$ cat src/rtl/ssr_pkg.sv
// Package: constants, register map and types of the synchronous serial receiver
// Behaviour
// RQ1: Synchronous master receive turns the data pin driver off.
// RQ2: Synchronous reception starts only when single or continuous receive enable is set.
// RQ3: Single receive as master makes one character of clocks, then clears itself.
// RQ4: Continuous receive as master keeps clocking until software clears it.
// RQ5: Clearing continuous receive mid-character stops the clock and drops the partial character.
// RQ6: With both enables set, single clears after the first character.
// RQ7: Data pin is sampled on the trailing clock edge into the shift register.
// RQ8: A complete character sets the receive flag and enters the two-entry buffer.
// RQ9: The receive flag stays set while any unread character remains.
// RQ10: Slave mode takes the clock from the clock pin, driver off.
// RQ11: Data changes on the leading edge, one bit per clock cycle.
// RQ12: An external master should give only as many clocks as data bits.
// RQ13: A third character with two buffered sets overrun and keeps both entries.
// RQ14: Under overrun both entries stay readable, no new character accepted.
// RQ15: Overrun under single receive clears on reading receive data.
// RQ16: Overrun under continuous receive clears on clearing continuous or port enable.
// RQ17: Nine-bit select shifts nine bits per character.
// RQ18: Ninth received bit shows the oldest character's top bit, read first.
// RQ19: Transmit control bit 1 reads shift-register-empty, resets to 1.
// RQ20: Port enable switches the port on and makes the clock pin an output; the code enables the clock pin driver only as master.
// RQ21: In synchronous mode an active receive enable overrides transmit enable.
package ssr_pkg;
    // ==========================================================
    // Register map
    localparam logic [7:0] ssr_off_tx_status = 8'h00;
    localparam logic [7:0] ssr_off_rx_status = 8'h04;
    localparam logic [7:0] ssr_off_rx_data = 8'h08;
    localparam logic [7:0] ssr_off_baud = 8'h0c;
    // ==========================================================
    // Field positions
    localparam int ssr_tx_clock_source_select = 7;
    localparam int ssr_tx_nine_bit_transmit_select = 6;
    localparam int ssr_tx_transmit_enable = 5;
    localparam int ssr_tx_sync = 4;
    localparam int ssr_tx_break_send_request = 3;
    localparam int ssr_tx_high_speed_baud_select = 2;
    localparam int ssr_tx_shift_reg_empty_flag = 1;
    localparam int ssr_tx_ninth_transmit_bit = 0;
    localparam int ssr_rx_serial_port_enable = 7;
    localparam int ssr_rx_nine_bit_receive_select = 6;
    localparam int ssr_rx_single_receive_enable = 5;
    localparam int ssr_rx_continuous_receive_enable = 4;
    localparam int ssr_rx_overrun_error_flag = 1;
    localparam int ssr_rx_ninth_received_bit = 0;
    localparam int ssr_rx_receive_char_flag = 8;
    // ==========================================================
    // Reset values
    localparam logic [7:0] ssr_tx_status_reset = 8'h00;
    localparam logic [7:0] ssr_rx_status_reset = 8'h00;
    localparam logic [15:0] ssr_baud_reset = 16'h0004;
    localparam logic [1:0] ssr_resp_okay = 2'h0;
    localparam logic [1:0] ssr_resp_slverr = 2'h2;
    // ==========================================================
    // Types
    typedef enum logic [2:0] {
        ssr_idle_state = 3'h1,
        ssr_low_state = 3'h2,
        ssr_high_state = 3'h4
    } ssr_state_type;
    typedef struct packed {
        logic bit8;
        logic [7:0] low;
    } ssr_char_type;
    typedef struct packed {
        logic clk_o;
        logic clk_oe;
        logic data_oe;
    } ssr_pins_type;
endpackage : ssr_pkg

$ cat src/rtl/ssr_receiver.sv
// Synchronous serial receiver with AXI4-Lite register access
//
// Our own choices: the AXI4-Lite register port and the register addresses.
`timescale 1ns/1ps
`default_nettype none
module ssr_receiver #(
    parameter int depth = 2
) (
    input wire logic aclk,
    input wire logic aresetn,
    input wire logic [7:0] s_axi_awaddr,
    input wire logic s_axi_awvalid,
    output logic s_axi_awready,
    input wire logic [31:0] s_axi_wdata,
    input wire logic [3:0] s_axi_wstrb,
    input wire logic s_axi_wvalid,
    output logic s_axi_wready,
    output logic [1:0] s_axi_bresp,
    output logic s_axi_bvalid,
    input wire logic s_axi_bready,
    input wire logic [7:0] s_axi_araddr,
    input wire logic s_axi_arvalid,
    output logic s_axi_arready,
    output logic [31:0] s_axi_rdata,
    output logic [1:0] s_axi_rresp,
    output logic s_axi_rvalid,
    input wire logic s_axi_rready,
    input wire logic clock_pin_i,
    output logic clock_pin_o,
    output logic clock_pin_oe,
    input wire logic data_pin_i,
    output logic data_pin_o,
    output logic data_pin_oe,
    output logic receive_char_flag
);
    // ==========================================================
    // Registers
    logic [7:0] tx_status;
    logic serial_port_enable;
    logic nine_bit_receive_select;
    logic single_receive_enable;
    logic continuous_receive_enable;
    logic overrun_error_flag;
    logic overrun_single;
    logic [15:0] baud;
    logic aw_held;
    logic w_held;
    logic [7:0] aw_addr;
    logic [31:0] w_data;
    logic [3:0] w_strb;
    logic wr_fire;
    logic rd_fire;
    logic rd_data_pop;
    logic master_mode;
    logic sync_mode;
    logic rx_active;
    // ==========================================================
    // Link side
    logic [1:0] clk_sync;
    logic [1:0] dat_sync;
    logic clk_prev;
    ssr_pkg::ssr_state_type state;
    logic [15:0] baud_cnt;
    logic master_clk;
    logic [8:0] receive_shift_reg;
    logic [3:0] bit_cnt;
    logic sample_edge;
    logic char_done;
    ssr_pkg::ssr_char_type buffer [depth];
    logic [1:0] count;
    logic head;
    logic push;
    ssr_pkg::ssr_pins_type pins;

    assign sync_mode = tx_status[ssr_pkg::ssr_tx_sync];
    assign master_mode = tx_status[ssr_pkg::ssr_tx_clock_source_select];
    assign rx_active = serial_port_enable && sync_mode &&
                       (single_receive_enable || continuous_receive_enable); // [RQ2] [RQ21]
    // ==========================================================
    // AXI4-Lite write
    assign s_axi_awready = !aw_held;
    assign s_axi_wready = !w_held;
    assign wr_fire = aw_held && w_held && !s_axi_bvalid;
    always_ff @(posedge aclk) begin
        if (!aresetn) begin
            aw_held <= 1'b0;
            w_held <= 1'b0;
            aw_addr <= 8'h00;
            w_data <= 32'h0000_0000;
            w_strb <= 4'h0;
        end else begin
            if (s_axi_awvalid && !aw_held) begin
                aw_held <= 1'b1;
                aw_addr <= s_axi_awaddr;
            end else if (wr_fire) begin
                aw_held <= 1'b0;
            end
            if (s_axi_wvalid && !w_held) begin
                w_held <= 1'b1;
                w_data <= s_axi_wdata;
                w_strb <= s_axi_wstrb;
            end else if (wr_fire) begin
                w_held <= 1'b0;
            end
        end
    end
    always_ff @(posedge aclk) begin
        if (!aresetn) begin
            s_axi_bvalid <= 1'b0;
            s_axi_bresp <= ssr_pkg::ssr_resp_okay;
        end else if (wr_fire) begin
            s_axi_bvalid <= 1'b1;
            s_axi_bresp <= (aw_addr == ssr_pkg::ssr_off_tx_status || aw_addr == ssr_pkg::ssr_off_rx_status ||
                            aw_addr == ssr_pkg::ssr_off_baud) ? ssr_pkg::ssr_resp_okay : ssr_pkg::ssr_resp_slverr;
        end else if (s_axi_bready) begin
            s_axi_bvalid <= 1'b0;
        end
    end
    // ==========================================================
    // Control registers
    always_ff @(posedge aclk) begin
        if (!aresetn) begin
            tx_status <= ssr_pkg::ssr_tx_status_reset;
            baud <= ssr_pkg::ssr_baud_reset;
        end else if (wr_fire && w_strb[0] && aw_addr == ssr_pkg::ssr_off_tx_status) begin
            tx_status <= w_data[7:0];
        end else if (wr_fire && aw_addr == ssr_pkg::ssr_off_baud) begin
            if (w_strb[0]) begin
                baud[7:0] <= w_data[7:0];
            end
            if (w_strb[1]) begin
                baud[15:8] <= w_data[15:8];
            end
        end
    end
    always_ff @(posedge aclk) begin
        if (!aresetn) begin
            serial_port_enable <= 1'b0;
            nine_bit_receive_select <= 1'b0;
            single_receive_enable <= 1'b0;
            continuous_receive_enable <= 1'b0;
        end else if (wr_fire && w_strb[0] && aw_addr == ssr_pkg::ssr_off_rx_status) begin
            serial_port_enable <= w_data[ssr_pkg::ssr_rx_serial_port_enable]; // [RQ20]
            nine_bit_receive_select <= w_data[ssr_pkg::ssr_rx_nine_bit_receive_select];
            single_receive_enable <= w_data[ssr_pkg::ssr_rx_single_receive_enable];
            continuous_receive_enable <= w_data[ssr_pkg::ssr_rx_continuous_receive_enable];
        end else if (!serial_port_enable) begin
            single_receive_enable <= 1'b0;
        end else if (char_done && master_mode) begin
            single_receive_enable <= 1'b0; // [RQ3] [RQ6]
        end
    end
    // ==========================================================
    // AXI4-Lite read
    assign s_axi_arready = !s_axi_rvalid;
    assign rd_fire = s_axi_arvalid && !s_axi_rvalid;
    assign rd_data_pop = rd_fire && s_axi_araddr == ssr_pkg::ssr_off_rx_data && count != 2'h0;
    always_ff @(posedge aclk) begin
        if (!aresetn) begin
            s_axi_rvalid <= 1'b0;
            s_axi_rdata <= 32'h0000_0000;
            s_axi_rresp <= ssr_pkg::ssr_resp_okay;
        end else if (rd_fire) begin
            s_axi_rvalid <= 1'b1;
            s_axi_rresp <= ssr_pkg::ssr_resp_okay;
            case (s_axi_araddr)
                ssr_pkg::ssr_off_tx_status: begin
                    s_axi_rdata <= {24'h000000, tx_status[7:2], 1'b1, tx_status[0]}; // [RQ19]
                end
                ssr_pkg::ssr_off_rx_status: begin
                    s_axi_rdata <= {23'h000000, receive_char_flag, serial_port_enable, nine_bit_receive_select,
                                    single_receive_enable, continuous_receive_enable, 2'h0,
                                    overrun_error_flag, buffer[head].bit8 && receive_char_flag}; // [RQ18]
                end
                ssr_pkg::ssr_off_rx_data: begin
                    s_axi_rdata <= {24'h000000, buffer[head].low}; // [RQ8]
                end
                ssr_pkg::ssr_off_baud: begin
                    s_axi_rdata <= {16'h0000, baud};
                end
                default: begin
                    s_axi_rdata <= 32'h0000_0000;
                    s_axi_rresp <= ssr_pkg::ssr_resp_slverr;
                end
            endcase
        end else if (s_axi_rready) begin
            s_axi_rvalid <= 1'b0;
        end
    end
    // ==========================================================
    // Pin synchronisers
    always_ff @(posedge aclk) begin
        if (!aresetn) begin
            clk_sync <= 2'h0;
            dat_sync <= 2'h0;
            clk_prev <= 1'b0;
        end else begin
            clk_sync <= {clk_sync[0], clock_pin_i};
            dat_sync <= {dat_sync[0], data_pin_i};
            clk_prev <= clk_sync[1];
        end
    end
    // ==========================================================
    // Master clock generator
    always_ff @(posedge aclk) begin
        if (!aresetn) begin
            state <= ssr_pkg::ssr_idle_state;
            baud_cnt <= 16'h0000;
            master_clk <= 1'b0;
        end else if (!(rx_active && master_mode) || overrun_error_flag) begin
            state <= ssr_pkg::ssr_idle_state; // [RQ5] [RQ14]
            baud_cnt <= 16'h0000;
            master_clk <= 1'b0;
        end else begin
            case (state)
                ssr_pkg::ssr_idle_state: begin
                    state <= ssr_pkg::ssr_low_state;
                    baud_cnt <= baud;
                end
                ssr_pkg::ssr_low_state: begin
                    if (baud_cnt == 16'h0000) begin
                        state <= ssr_pkg::ssr_high_state; // [RQ11]
                        master_clk <= 1'b1;
                        baud_cnt <= baud;
                    end else begin
                        baud_cnt <= baud_cnt - 16'h0001;
                    end
                end
                ssr_pkg::ssr_high_state: begin
                    if (baud_cnt == 16'h0000) begin
                        master_clk <= 1'b0;
                        baud_cnt <= baud;
                        state <= (char_done && !continuous_receive_enable) ? ssr_pkg::ssr_idle_state
                                 : ssr_pkg::ssr_low_state; // [RQ3] [RQ4]
                    end else begin
                        baud_cnt <= baud_cnt - 16'h0001;
                    end
                end
                default: begin
                    state <= ssr_pkg::ssr_idle_state;
                end
            endcase
        end
    end
    assign sample_edge = master_mode ? (state == ssr_pkg::ssr_high_state && baud_cnt == 16'h0000)
                                     : (clk_prev && !clk_sync[1]); // [RQ7] [RQ10]
    // ==========================================================
    // Shift register
    assign char_done = rx_active && sample_edge &&
                       (bit_cnt == (nine_bit_receive_select ? 4'h8 : 4'h7)); // [RQ17]
    always_ff @(posedge aclk) begin
        if (!aresetn) begin
            receive_shift_reg <= 9'h000;
            bit_cnt <= 4'h0;
        end else if (!rx_active || overrun_error_flag) begin
            bit_cnt <= 4'h0; // [RQ5]
        end else if (sample_edge) begin
            receive_shift_reg <= {dat_sync[1], receive_shift_reg[8:1]}; // [RQ7]
            bit_cnt <= char_done ? 4'h0 : bit_cnt + 4'h1;
        end
    end
    // ==========================================================
    // Receive buffer
    assign push = char_done && count != 2'(depth) && !overrun_error_flag;
    always_ff @(posedge aclk) begin
        if (!aresetn || !serial_port_enable) begin
            count <= 2'h0;
            head <= 1'b0;
        end else begin
            count <= count + 2'(push) - 2'(rd_data_pop);
            if (rd_data_pop) begin
                head <= !head;
            end
        end
    end
    always_ff @(posedge aclk) begin
        if (push) begin
            buffer[head ^ count[0]] <= nine_bit_receive_select
                ? ssr_pkg::ssr_char_type'({dat_sync[1], receive_shift_reg[8:1]})
                : ssr_pkg::ssr_char_type'({1'b0, dat_sync[1], receive_shift_reg[8:2]}); // [RQ8]
        end
    end
    assign receive_char_flag = count != 2'h0; // [RQ9]
    // ==========================================================
    // Overrun
    always_ff @(posedge aclk) begin
        if (!aresetn || !serial_port_enable) begin
            overrun_error_flag <= 1'b0; // [RQ16]
            overrun_single <= 1'b0;
        end else if (char_done && count == 2'(depth)) begin
            overrun_error_flag <= 1'b1; // [RQ13]
            overrun_single <= !continuous_receive_enable;
        end else if (overrun_single ? rd_data_pop : !continuous_receive_enable) begin
            overrun_error_flag <= 1'b0; // [RQ15] [RQ16]
        end
    end
    // ==========================================================
    // Pins
    always_comb begin
        pins.clk_o = master_clk;
        pins.clk_oe = serial_port_enable && master_mode; // [RQ10] [RQ20]
        pins.data_oe = serial_port_enable && !(sync_mode && rx_active) &&
                       tx_status[ssr_pkg::ssr_tx_transmit_enable]; // [RQ1] [RQ21]
    end
    assign clock_pin_o = pins.clk_o;
    assign clock_pin_oe = pins.clk_oe;
    assign data_pin_o = 1'b1;
    assign data_pin_oe = pins.data_oe;
endmodule : ssr_receiver
`default_nettype wire

$ cat config.mk
export PLATFORM = sky130hd
export DESIGN_NAME = ssr_receiver
export DESIGN_NICKNAME = d
export VERILOG_FILES = /design/src/rtl/ssr_pkg.sv /design/src/rtl/ssr_receiver.sv
export SDC_FILE = /design/constraint.sdc
export NUM_CORES = 1
export LEC_CHECK = 0
export BUFFER_PORTS_ARGS = -buffer_cell sky130_fd_sc_hd__clkbuf_2
export CAP_MARGIN = 20
export CORE_MARGIN = 2
export CORE_UTILIZATION = 55
export DETAILED_ROUTE_END_ITERATION = 6
export PLACE_DENSITY = 0.77
export SLEW_MARGIN = 5
export SYNTH_ARGS = -nofsm -noshare
export SYNTH_HDL_FRONTEND = slang
export SYNTH_SLANG_ARGS = --single-unit
$ cat constraint.sdc
create_clock -name aclk -period 5.1 [get_ports aclk]
set_input_delay 1.53 -clock aclk [delete_from_list [all_inputs] [get_ports aclk]]
set_output_delay 1.53 -clock aclk [all_outputs]
set_load 0.01 [all_outputs]
==> summary.md, run 1 <==
## Detailed routing
* 5.71 — Via-to-Cell Ratio
* 4931 — number of vias after detailed routing
* 0 — antenna-violating nets left
* 5 — first-pass iteration count of the detailed router
* 14.1 mm — total wire length
* 16.3 um — average wire length per cell after detail routing
* 0 — number of remaining DRC errors
* 229 — number of DRC violations after detailed-routing iteration 0

## Power and ir drop
* 1.99 mW — internal power summed over all cells
* 0.511 — clock share of power
* 0.508 mW — net switching power figure
* 2.49 mW — overall power consumption
* 0.447 — sequential share of power
* 3.01 nW — leakage power summed over all cells
* 0.204 — Net Sw Frac
* 467 uV — peak ir drop on the vdd network
* 343 mW/mm2 — total power density per cell area
* 0.042 — share of total power in combinational logic

## Setup path
* clkbuf_2, nor4_1, nor4b_4, buf_4, and4b_1, ha_1, inv_1, ha_1, xor2_1, xnor2_1, nor2_1 — Cell Chain, Critical Path
* flip-flop — kind of capture point of the worst setup path
* 10 — largest driver fanout on the critical path
* sky130_fd_sc_hd__ha_1 — cell repeated most along the worst path
* 3 — buffer and inverter count on the worst path
* in2reg — Critical Setup Path Class
* simple AND/OR/NAND/NOR gates — cell family with most CP delay
* sky130_fd_sc_hd__nor4_1 — CP max stage cell
* 5400 ps — data required time of the worst path
* 3620 ps — critical path arrival
* input port — critical path launch point type
* 390 ps — delay of the slowest cell on the worst path

## Global route
* 23.5 mm — first-pass GRT wire length
* 4863 — via count of the first global-routing pass
* 0 — initial antenna violation count
* 0.0498 — met3 capacity usage during global routing
* 0.296 — met1 routing resource usage after global routing
* 0.238 — overall fraction of global-route tracks in use
* met2 — global routing's busiest layer
* 93 — pin count of the biggest net entering global routing
* 0 — total congestion overflow after global routing
* 0.387 — met2 global-route usage

## Timing
* false — unrepaired setup endpoints after global routing
* 302 MHz — maximum achievable frequency
* 1780 ps — PnR worst setup slack
* 8.02 ps — Max Clock Skew
* 0 — final hold violation count
* 3320 ps — post-route minimum period
* 0.650 — Final Cycle Share
* 0.390 — Rel. slew slack
* 0 — number of pins with negative max-slew slack in the final report
* 0 ps — final setup TNS
* 913 ps — transition time of the tightest slew-check pin
* 0 — final setup violation count

## Placement
* 0.913 — weighted congestion at the end of routability-driven global placement
* 1380 ps — post-place setup slack
* 0.00666 mm2 — dpl cell area
* 9.86 mm — half-perimeter wire length of the detailed placement result
* 69 — quantity of I/O buffers inserted on ports

## CTS
* 136 — clk sinks
* 0 — number of hold buffers added after cts
* 17 — CTS Buf Count
* 4 — number of H-tree levels
* 0 — setup bufs post-CTS
* sky130_fd_sc_hd__clkbuf_16 — Root Buffer
* 50 ps — clock transition at the registers of the reported paths
* yes — TritonCTS clock tree
* 2 — clk buf depth
* 0 — post-CTS sizing
* 420 ps — clock latency on the worst-skew pair

## Yosys
* sky130_fd_sc_hd__dfxtp_1 — Main synth FF type
* 0.374 — top cell type's share of synthesized area
* 18 — number of enable-type register cells in the synthesized netlist
* 9.73 um2 — Synth Area per Inst
* 136 — flip-flop and latch count after synthesis
* 0.00632 mm2 — Post-Synthesis Cell Area
* 0 — count of synthesis-stage warnings from yosys
* 0 — share of flip-flops with an asynchronous set or reset after synthesis
* sky130_fd_sc_hd__dfxtp_1 — dominant cell type by area after synthesis
* sky130_fd_sc_hd__dfxtp_1 (118), sky130_fd_sc_hd__nand2_1 (73), sky130_fd_sc_hd__nor2b_1 (50), sky130_fd_sc_hd__mux2i_1 (48), sky130_fd_sc_hd__nor2_1 (34) — top cells by instance count after synthesis
* sky130_fd_sc_hd__dfxtp_1 — cell with the most instances after synthesis
* 74 — number of unique standard cell types used by synthesis
* 0.459 — sequential area share after synthesis
* sky130_fd_sc_hd__dfxtp_1 (37%), sky130_fd_sc_hd__edfxtp_1 (8.5%), sky130_fd_sc_hd__mux2i_1 (7.6%), sky130_fd_sc_hd__nor2b_1 (4.9%), sky130_fd_sc_hd__nand2_1 (4.3%) — largest cells by area after synthesis
* 650 — synthesized instance count

## Floorplanning
* 107 — number of ports placed on the die boundary
* 0.0113 mm2 — Core ar.
* 111 um — vertical die dimension
* 0.0124 mm2 — area of the die
* 0.559 — Initial Utilization
* 39 — std cell rows
* 111 um — die width

## Final layout
* 922 — Filler Cell Count
* 15.2% — area overhead of the layout relative to synthesis
* 0.00728 mm2 — design area
* 0.192 — fraction of layout cells with a size suffix above 1
* 772 — number of nets in the finished design
* 0 — antenna diode count
* 18 — max reg flops
* 0.643 — final cell utilization of the core
* 0.00290 mm2 — area of all sequential standard cells
* 0.00315 mm2 — area occupied by multi-input gates

## Status
* complete, no violations — status

## Hold path
* reg2reg — Min-Delay Path Class

## Job
* 0 — max cap viols

-- per-stage QoR --
| step | std cells | hold slack [ps] |
|---|---|---|
| finish | 863 | 440 |
| global route | 863 | 472 |
| CTS | 862 | 446 |
| detailed placement | 830 | 427 |
| global placement | 830 | 417 |
| floorplan | 667 | 412 |
-- cells by family (layout without fill, tap and decap cells) --
family / count (synthesis) / count (layout) / synth area share
flip-flops: 136 / 136 / 0.459
AO/OA/AOI/OAI: 114 / 114 / 0.130
multiplexers: 66 / 66 / 0.117
other: 2 / 19 / 0.00119
buffers and inverters: 67 / 120 / 0.0530
XOR/XNOR: 7 / 7 / 0.00970
adder cells (fa/ha/maj): 4 / 4 / 0.00791
AND/OR/NAND/NOR: 254 / 254 / 0.222
-- final cells by class --
type	instances	share of cell area
inverters	14	0.00722
flip-flops and latches	136	0.399
well taps	143	0.0246
multi-input cells	464	0.432
clock buffers	23	0.0643
repair buffers	74	0.0526
clock inverters	9	0.0203
-- cell usage in the layout (no fill, tap or decap), types with 14 or more instances in the layout --
master and n:
sky130_fd_sc_hd__nor2b_1 50, sky130_fd_sc_hd__dfxtp_1 118, sky130_fd_sc_hd__mux2i_1 48, sky130_fd_sc_hd__conb_1 19, sky130_fd_sc_hd__clkbuf_2 69, sky130_fd_sc_hd__a21boi_0 23
sky130_fd_sc_hd__edfxtp_1 18, sky130_fd_sc_hd__nand3_1 15, sky130_fd_sc_hd__o21ai_0 18, sky130_fd_sc_hd__nor2_1 34, sky130_fd_sc_hd__a22oi_1 16, sky130_fd_sc_hd__inv_1 14
sky130_fd_sc_hd__nand2_1 73, sky130_fd_sc_hd__clkbuf_16 17, sky130_fd_sc_hd__nor3_1 19, sky130_fd_sc_hd__a21oi_1 16
-- worst paths after layout --
kind	start	end	slack (ps)	cells past startpoint
worst min-delay path	clk_sync[0]	clk_sync[1]	440	1
worst min register to register	clk_sync[0]	clk_sync[1]	440	1
worst max register to register	baud_cnt[0]	count[1]	1850	13
worst max-delay path	s_axi_araddr[1]	count[1]	1780	11
-- worst register-to-register path, delay by kind of cell (launching register included) --
| kind | cells | cell delay (ps) |
|---|---|---|
| and+or+nand+nor | 5 | 1320 |
| DFF | 1 | 350 |
| AOI/OAI and AO/OA | 1 | 380 |
| xor gates and xnor gates | 2 | 330 |
| adders and majority gates | 3 | 610 |
| buffers and inverters | 2 | 120 |
-- routing by layer --
layer,routed length (um),up-vias
met4,515,0
met3,657,48
met2,6780,138
met5,0,-
met1,6160,2345
li1,-,2400
-- power by group through the flow --
stage                     logic [mW]  clock network, mW  registers, mW
after global routing           0.115               1.34           1.12
after floorplan               0.0800                  0           1.13
after detailed placement       0.103                  0           1.14
final                          0.104               1.27           1.12
after global placement         0.100                  0           1.14
after CTS                      0.104               1.29           1.12
No activity file was read; power rests on OpenSTA's default activity.
==> run 2, diff against run 1 <==
==> constraint.sdc (replaced) <==
create_clock -name aclk -period 3.2 [get_ports aclk]
set_input_delay 0.96 -clock aclk [delete_from_list [all_inputs] [get_ports aclk]]
set_output_delay 0.96 -clock aclk [all_outputs]
set_load 0.01 [all_outputs]
==> run 2 against run 1 <==
  * Sequential share of layout area fell by 0.53 points
  * Via count about the same
  * Non-clock buffer count up 7
  * Register-to-register slack worse by 1500 ps
  * Die area unchanged
  * Clock power is 72% higher
  * Utilization up 0.86 points
  * Worst setup slack got worse by 1400 ps
  * Highest routed layer unchanged
==> summary.md, run 2 (synthesis gave the netlist of run 1 again) <==
## Status
* complete, no violations — status

## Setup path
* state[2] — worst reg2reg startpoint
* nor4bb_1, nand3_1, o21ai_4, nand4b_1, or2_1, ha_1, inv_1, ha_1, xor2_1, xnor2_1, nor2_1 — Cell Chain, Critical Path
* flip-flop — critical path launch point type
* 3510 ps — data required time of the worst path, -1890 ps
* count[1] — R2R Path End
* sky130_fd_sc_hd__dfxtp_1 — CP max stage cell
* reg2reg — Critical Setup Path Class
* 340 ps — Register-to-Register Setup Slack, -1510 ps
* 11 — Reg2Reg Depth, -2
* 1 — buffer and inverter count on the worst path, -2
* flip-flop — kind of capture point of the worst setup path
* 3170 ps — critical path arrival, -450 ps
* 520 ps — delay of the slowest cell on the worst path, +130 ps
* sky130_fd_sc_hd__ha_1 — cell repeated most along the worst path
* 11 — largest driver fanout on the critical path, +1
* simple AND/OR/NAND/NOR gates — cell family with most CP delay

## Global route
* 93 — pin count of the biggest net entering global routing, unchanged
* 0.237 — overall fraction of global-route tracks in use, -0.000732
* 0 — initial antenna violation count, unchanged
* 23.5 mm — first-pass GRT wire length, unchanged
* 4814 — via count of the first global-routing pass, -1.0%
* 0 — total congestion overflow after global routing, unchanged

## Detailed routing
* 262 — number of DRC violations after detailed-routing iteration 0, +14%
* 0 — antenna-violating nets left, unchanged
* 5 — first-pass iteration count of the detailed router, unchanged
* 4933 — number of vias after detailed routing, +0.041%
* 14.3 mm — total wire length, +1.1%
* 0 — number of remaining DRC errors, unchanged
* 16.4 um — average wire length per cell after detail routing, +0.29%
* 5.67 — Via-to-Cell Ratio, -0.76%

## Floorplanning
* 107 — number of ports placed on the die boundary, unchanged
* 39 — std cell rows, unchanged
* 0.559 — Initial Utilization, unchanged
* 111 um — vertical die dimension, unchanged
* 0.0113 mm2 — Core ar., unchanged
* 111 um — die width, unchanged
* 0.0124 mm2 — area of the die, unchanged

## CTS
* 4 — number of H-tree levels, unchanged
* 2 — clk buf depth, unchanged
* sky130_fd_sc_hd__clkbuf_16 — Root Buffer
* yes — TritonCTS clock tree
* 17 — CTS Buf Count, unchanged
* 0 — post-CTS sizing, unchanged
* 60 ps — clock transition at the registers of the reported paths, about the same
* 0 — setup bufs post-CTS, unchanged
* 0 — number of hold buffers added after cts, unchanged
* 136 — clk sinks, unchanged
* 420 ps — clock latency on the worst-skew pair, about the same

## Timing
* 349 MHz — maximum achievable frequency
* false — unrepaired setup endpoints after global routing
* 0 ps — final setup TNS, unchanged
* 0.382 — Rel. slew slack, -0.00794
* 0 — final hold violation count, unchanged
* 0.894 — Final Cycle Share
* 2860 ps — post-route minimum period
* 0 — number of pins with negative max-slew slack in the final report, unchanged
* 926 ps — transition time of the tightest slew-check pin, +13.8 ps
* 0 — final setup violation count, unchanged
* 6.20 ps — Max Clock Skew, -1.81 ps

## Hold path
* reg2reg — Min-Delay Path Class
* 1 — worst hold path depth, unchanged
* clk_sync[0] — HP Start
* clk_sync[1] — terminating pin of the worst hold path

## Placement
* 0.00672 mm2 — dpl cell area, +0.90%
* 69 — quantity of I/O buffers inserted on ports, unchanged
* 838 — number of cells after detailed placement, +0.96%
* 9.91 mm — half-perimeter wire length of the detailed placement result, +0.58%
* 0.927 — weighted congestion at the end of routability-driven global placement, +1.6%

## Power and ir drop
* 555 uV — peak ir drop on the vdd network, +19%
* 3.07 nW — leakage power summed over all cells, +1.8%
* 560 mW/mm2 — total power density per cell area, +64%

## Final layout
* 0.201 — fraction of layout cells with a size suffix above 1, +0.00916
* sky130_fd_sc_hd__dfxtp_1 — commonest non-fill, non-tap cell in the layout
* 0.00738 mm2 — design area, +1.3%
* 0 — antenna diode count, unchanged
* 18 — max reg flops, unchanged
* 870 — final instance count without filler cells, +0.81%
* sky130_fd_sc_hd__dfxtp_1 (118), sky130_fd_sc_hd__nand2_1 (73), sky130_fd_sc_hd__clkbuf_2 (69) — most frequent cells in the layout
* 779 — number of nets in the finished design, +0.91%
* 16.7% — area overhead of the layout relative to synthesis
* 0.652 — final cell utilization of the core, +0.00862

## Job
* 0 — max cap viols, unchanged

-- run 2: layout make-up --
| class | count | area [um2] |
|---|---|---|
| Clock buffer | 20 | 437 |
| Clock inverter | 12 | 224 |
| Fill cell | 883 | 3940 |
| Inverter | 14 | 52.6 |
| Multi-Input combinational cell | 464 | 3150 |
| Sequential cell | 136 | 2900 |
| Tap cell | 143 | 179 |
| Timing Repair Buffer | 81 | 435 |
-- run 2: worst max path at each step --
stage | end | startpoint | depth (start not counted) | slack, ps
finish | count[1] | state[2] | 11 | 340
global route | count[1] | state[2] | 11 | 140
CTS | count[1] | state[2] | 11 | 380
detailed placement | count[1] | s_axi_araddr[1] | 10 | 160
global placement | count[1] | s_axi_araddr[1] | 10 | 280
floorplan | count[1] | s_axi_araddr[1] | 9 | 370
-- run 2: metrics by stage --
| step | setup WS, ps | total power [mW] | hold slack [ps] |
|---|---|---|---|
| after global placement | 279 | 1.97 | 415 |
| after floorplan | 370 | 1.93 | 412 |
| after CTS | 378 | 4.15 | 437 |
| after detailed placement | 162 | 1.98 | 426 |
| after global routing | 135 | 4.23 | 470 |
| final | 339 | 4.13 | 434 |
-- run 2: power by group --
part / switching (mW) / total, mW / internal (mW)
logic: 0.0936 / 0.166 / 0.0723
registers: 0.0241 / 1.78 / 1.75
clock network: 0.732 / 2.19 / 1.46
-- run 2: per-layer routing --
metal | global-route usage | vias up | part of all wire
met3 | 0.0503 | 24 | 0.053
met1 | 0.299 | 2324 | 0.44
met5 | 0 | - | 0
li1 | - | 2410 | -
met2 | 0.396 | 175 | 0.49
met4 | 0.0963 | 0 | 0.021
==> run 3, diff against run 2 <==
--- a/config.mk
+++ b/config.mk
@@ -6,10 +6,11 @@
 export NUM_CORES = 1
 export LEC_CHECK = 0
 export BUFFER_PORTS_ARGS = -buffer_cell sky130_fd_sc_hd__clkbuf_2
-export CAP_MARGIN = 20
+export CAP_MARGIN = 5
 export CORE_MARGIN = 2
 export CORE_UTILIZATION = 55
 export DETAILED_ROUTE_END_ITERATION = 6
+export MAX_ROUTING_LAYER = met4
 export PLACE_DENSITY = 0.77
 export SLEW_MARGIN = 5
 export SYNTH_ARGS = -nofsm -noshare
==> run 3 against run 2 <==
  * Utilization up 0.066 points
  * Via count is 2.7% higher
  * Combinational power barely moved
  * Register-to-register slack got worse by 40 ps
  * Clock power about the same
  * Sequential share of layout area barely moved
  * Power grew 0.80%
  * Critical path depth unchanged
  * Critical endpoint unchanged
  * Global-route usage up 0.92 points
  * Final cell count unchanged
  * Highest routed layer unchanged
  * Maximum frequency down 1.2%
  * Largest cell class unchanged
==> summary.md, run 3 (synthesis gave the netlist of run 1 again) <==
## Final layout
* 0.201 — fraction of layout cells with a size suffix above 1, unchanged
* 18 — max reg flops, unchanged
* 0 — antenna diode count, unchanged
* sky130_fd_sc_hd__dfxtp_1 — commonest non-fill, non-tap cell in the layout
* sky130_fd_sc_hd__dfxtp_1 (118), sky130_fd_sc_hd__nand2_1 (73), sky130_fd_sc_hd__clkbuf_2 (69) — most frequent cells in the layout
* 779 — number of nets in the finished design, unchanged
* 16.8% — area overhead of the layout relative to synthesis

## Placement
* 69 — quantity of I/O buffers inserted on ports, unchanged
* 10.1 mm — half-perimeter wire length of the detailed placement result, +2.0%
* 0.925 — weighted congestion at the end of routability-driven global placement, -0.26%

## Timing
* 2900 ps — post-route minimum period, +36.0 ps
* 881 ps — transition time of the tightest slew-check pin, -45.6 ps
* 9.08 ps — Max Clock Skew, +2.88 ps
* 0 — final hold violation count, unchanged
* 0.413 — Rel. slew slack, +0.0304
* false — unrepaired setup endpoints after global routing
* 0 ps — final setup TNS, unchanged
* 0 — final setup violation count, unchanged
* 0 — number of pins with negative max-slew slack in the final report, unchanged
* 440 ps — post-route worst hold slack, +6.65 ps
* 0.905 — Final Cycle Share, +0.0113
* 345 MHz — maximum achievable frequency, -1.2%

## CTS
* 0 — number of hold buffers added after cts, unchanged
* 60 ps — clock transition at the registers of the reported paths, about the same
* 136 — clk sinks, unchanged
* 4 — number of H-tree levels, unchanged
* 420 ps — clock latency on the worst-skew pair, about the same
* 0 — setup bufs post-CTS, unchanged
* 0 — post-CTS sizing, unchanged
* yes — TritonCTS clock tree
* 2 — clk buf depth, unchanged
* 17 — CTS Buf Count, unchanged
* sky130_fd_sc_hd__clkbuf_16 — Root Buffer

## Setup path
* count[1] — R2R Path End
* 11 — Reg2Reg Depth, unchanged
* 530 ps — delay of the slowest cell on the worst path, about the same
* flip-flop — critical path launch point type
* sky130_fd_sc_hd__dfxtp_1 — CP max stage cell
* 1 — buffer and inverter count on the worst path, unchanged
* state[2] — launch point of the critical path
* 300 ps — Register-to-Register Setup Slack, -40 ps
* 11 — Stages on worst setup path, unchanged
* count[1] — termination of the worst setup path
* simple AND/OR/NAND/NOR gates — cell family with most CP delay
* reg2reg — Critical Setup Path Class
* nor4bb_1, nand3_1, o21ai_4, nand4b_1, or2_1, ha_1, inv_1, ha_1, xor2_1, xnor2_1, nor2_1 — Cell Chain, Critical Path
* state[2] — worst reg2reg startpoint
* 3200 ps — critical path arrival, +30 ps
* sky130_fd_sc_hd__ha_1 — cell repeated most along the worst path
* 11 — largest driver fanout on the critical path, unchanged
* 3500 ps — data required time of the worst path, about the same
* flip-flop — kind of capture point of the worst setup path

## Global route
* 93 — pin count of the biggest net entering global routing, unchanged
* 4795 — via count of the first global-routing pass, -0.39%
* 23.8 mm — first-pass GRT wire length, +1.0%
* 0.246 — overall fraction of global-route tracks in use, +0.00920
* 0 — initial antenna violation count, unchanged
* 0 — total congestion overflow after global routing, unchanged

## Status
* complete, no violations — status

## Detailed routing
* 14.7 mm — total wire length, +3.2%
* 5.82 — Via-to-Cell Ratio, +2.7%
* 0 — antenna-violating nets left, unchanged
* 5066 — number of vias after detailed routing, +2.7%
* 313 — number of DRC violations after detailed-routing iteration 0, +19%
* 16.9 um — average wire length per cell after detail routing, +3.2%
* 7 — first-pass iteration count of the detailed router, +2
* 0 — number of remaining DRC errors, unchanged

## Floorplanning
* 0.559 — Initial Utilization, unchanged
* 39 — std cell rows, unchanged
* 111 um — die width, unchanged
* 0.0113 mm2 — Core ar., unchanged
* 0.0124 mm2 — area of the die, unchanged
* 111 um — vertical die dimension, unchanged
* 107 — number of ports placed on the die boundary, unchanged

## Power and ir drop
* 564 mW/mm2 — total power density per cell area, +0.70%
* 4.17 mW — overall power consumption, +0.80%
* 286 uV — peak ir drop on the vdd network, -48%
* 3.08 nW — leakage power summed over all cells, +0.39%

## Job
* 0 — max cap viols, unchanged

## Hold path
* reg2reg — Min-Delay Path Class

-- run 3: changes by cell type in the layout (fill, tap and decap cells not counted) --
cell | previous run | this run
sky130_fd_sc_hd__clkbuf_1 | 3 | 2
sky130_fd_sc_hd__inv_6 | 0 | 1
sky130_fd_sc_hd__clkinv_1 | 0 | 1
sky130_fd_sc_hd__clkinvlp_4 | 4 | 2
sky130_fd_sc_hd__clkbuf_8 | 0 | 1
-- run 3: cell type report --
cell class | instances | area (um2)
clock buffers | 20 | 447
inverters | 14 | 52.6
fillers | 899 | 3930
well taps | 143 | 179
clock inverters | 12 | 221
multi-input cells | 464 | 3150
flip-flops and latches | 136 | 2900
repair buffers | 81 | 435
-- run 3: power by group --
| part | switching [mW] | leakage (nW) | internal [mW] |
|---|---|---|---|
| Sequential | 0.0244 | 1.11 | 1.75 |
| Clock | 0.741 | 0.318 | 1.48 |
| Combinational | 0.0943 | 1.64 | 0.0723 |
-- run 3: per-layer routing --
layer | wire [um] | vias up | GRT usage
li1 | - | 2413 | -
met1 | 6420 | 2450 | 0.310
met2 | 7240 | 174 | 0.401
met3 | 829 | 29 | 0.0454
met4 | 221 | 0 | 0.0856
met5 | 0 | - | -
-- run 3: worst reg2reg max path: stages, from the launching register on --
cell	delay (ps)
sky130_fd_sc_hd__dfxtp_1	530
sky130_fd_sc_hd__nor4bb_1	490
sky130_fd_sc_hd__nand3_1	220
sky130_fd_sc_hd__o21ai_4	180
sky130_fd_sc_hd__nand4b_1	180
sky130_fd_sc_hd__or2_1	300
sky130_fd_sc_hd__ha_1	280
sky130_fd_sc_hd__inv_1	60
sky130_fd_sc_hd__ha_1	150
sky130_fd_sc_hd__xor2_1	180
sky130_fd_sc_hd__xnor2_1	150
sky130_fd_sc_hd__nor2_1	60
-- run 3: worst min-delay path by stage --
stage	startpoint	to	slack, ps	cells after the start
floorplan	clk_sync[0]	clk_sync[1]	410	1
global placement	dat_sync[0]	dat_sync[1]	420	1
detailed placement	clk_sync[0]	clk_sync[1]	420	1
CTS	dat_sync[0]	dat_sync[1]	450	1
global route	dat_sync[0]	dat_sync[1]	450	1
finish	dat_sync[0]	dat_sync[1]	440	1
-- run 3: stage by stage --
| step | instance area, um2 | utilization | instances | worst slack (ps) |
|---|---|---|---|---|
| after CTS | 7390 | 0.653 | 870 | 353 |
| final | 7390 | 0.653 | 870 | 303 |
| after global routing | 7390 | 0.653 | 870 | 166 |
| after global placement | 6720 | 0.594 | 838 | 279 |
| after floorplan | 6390 | - | 667 | 370 |
| after detailed placement | 6720 | 0.594 | 838 | 177 |
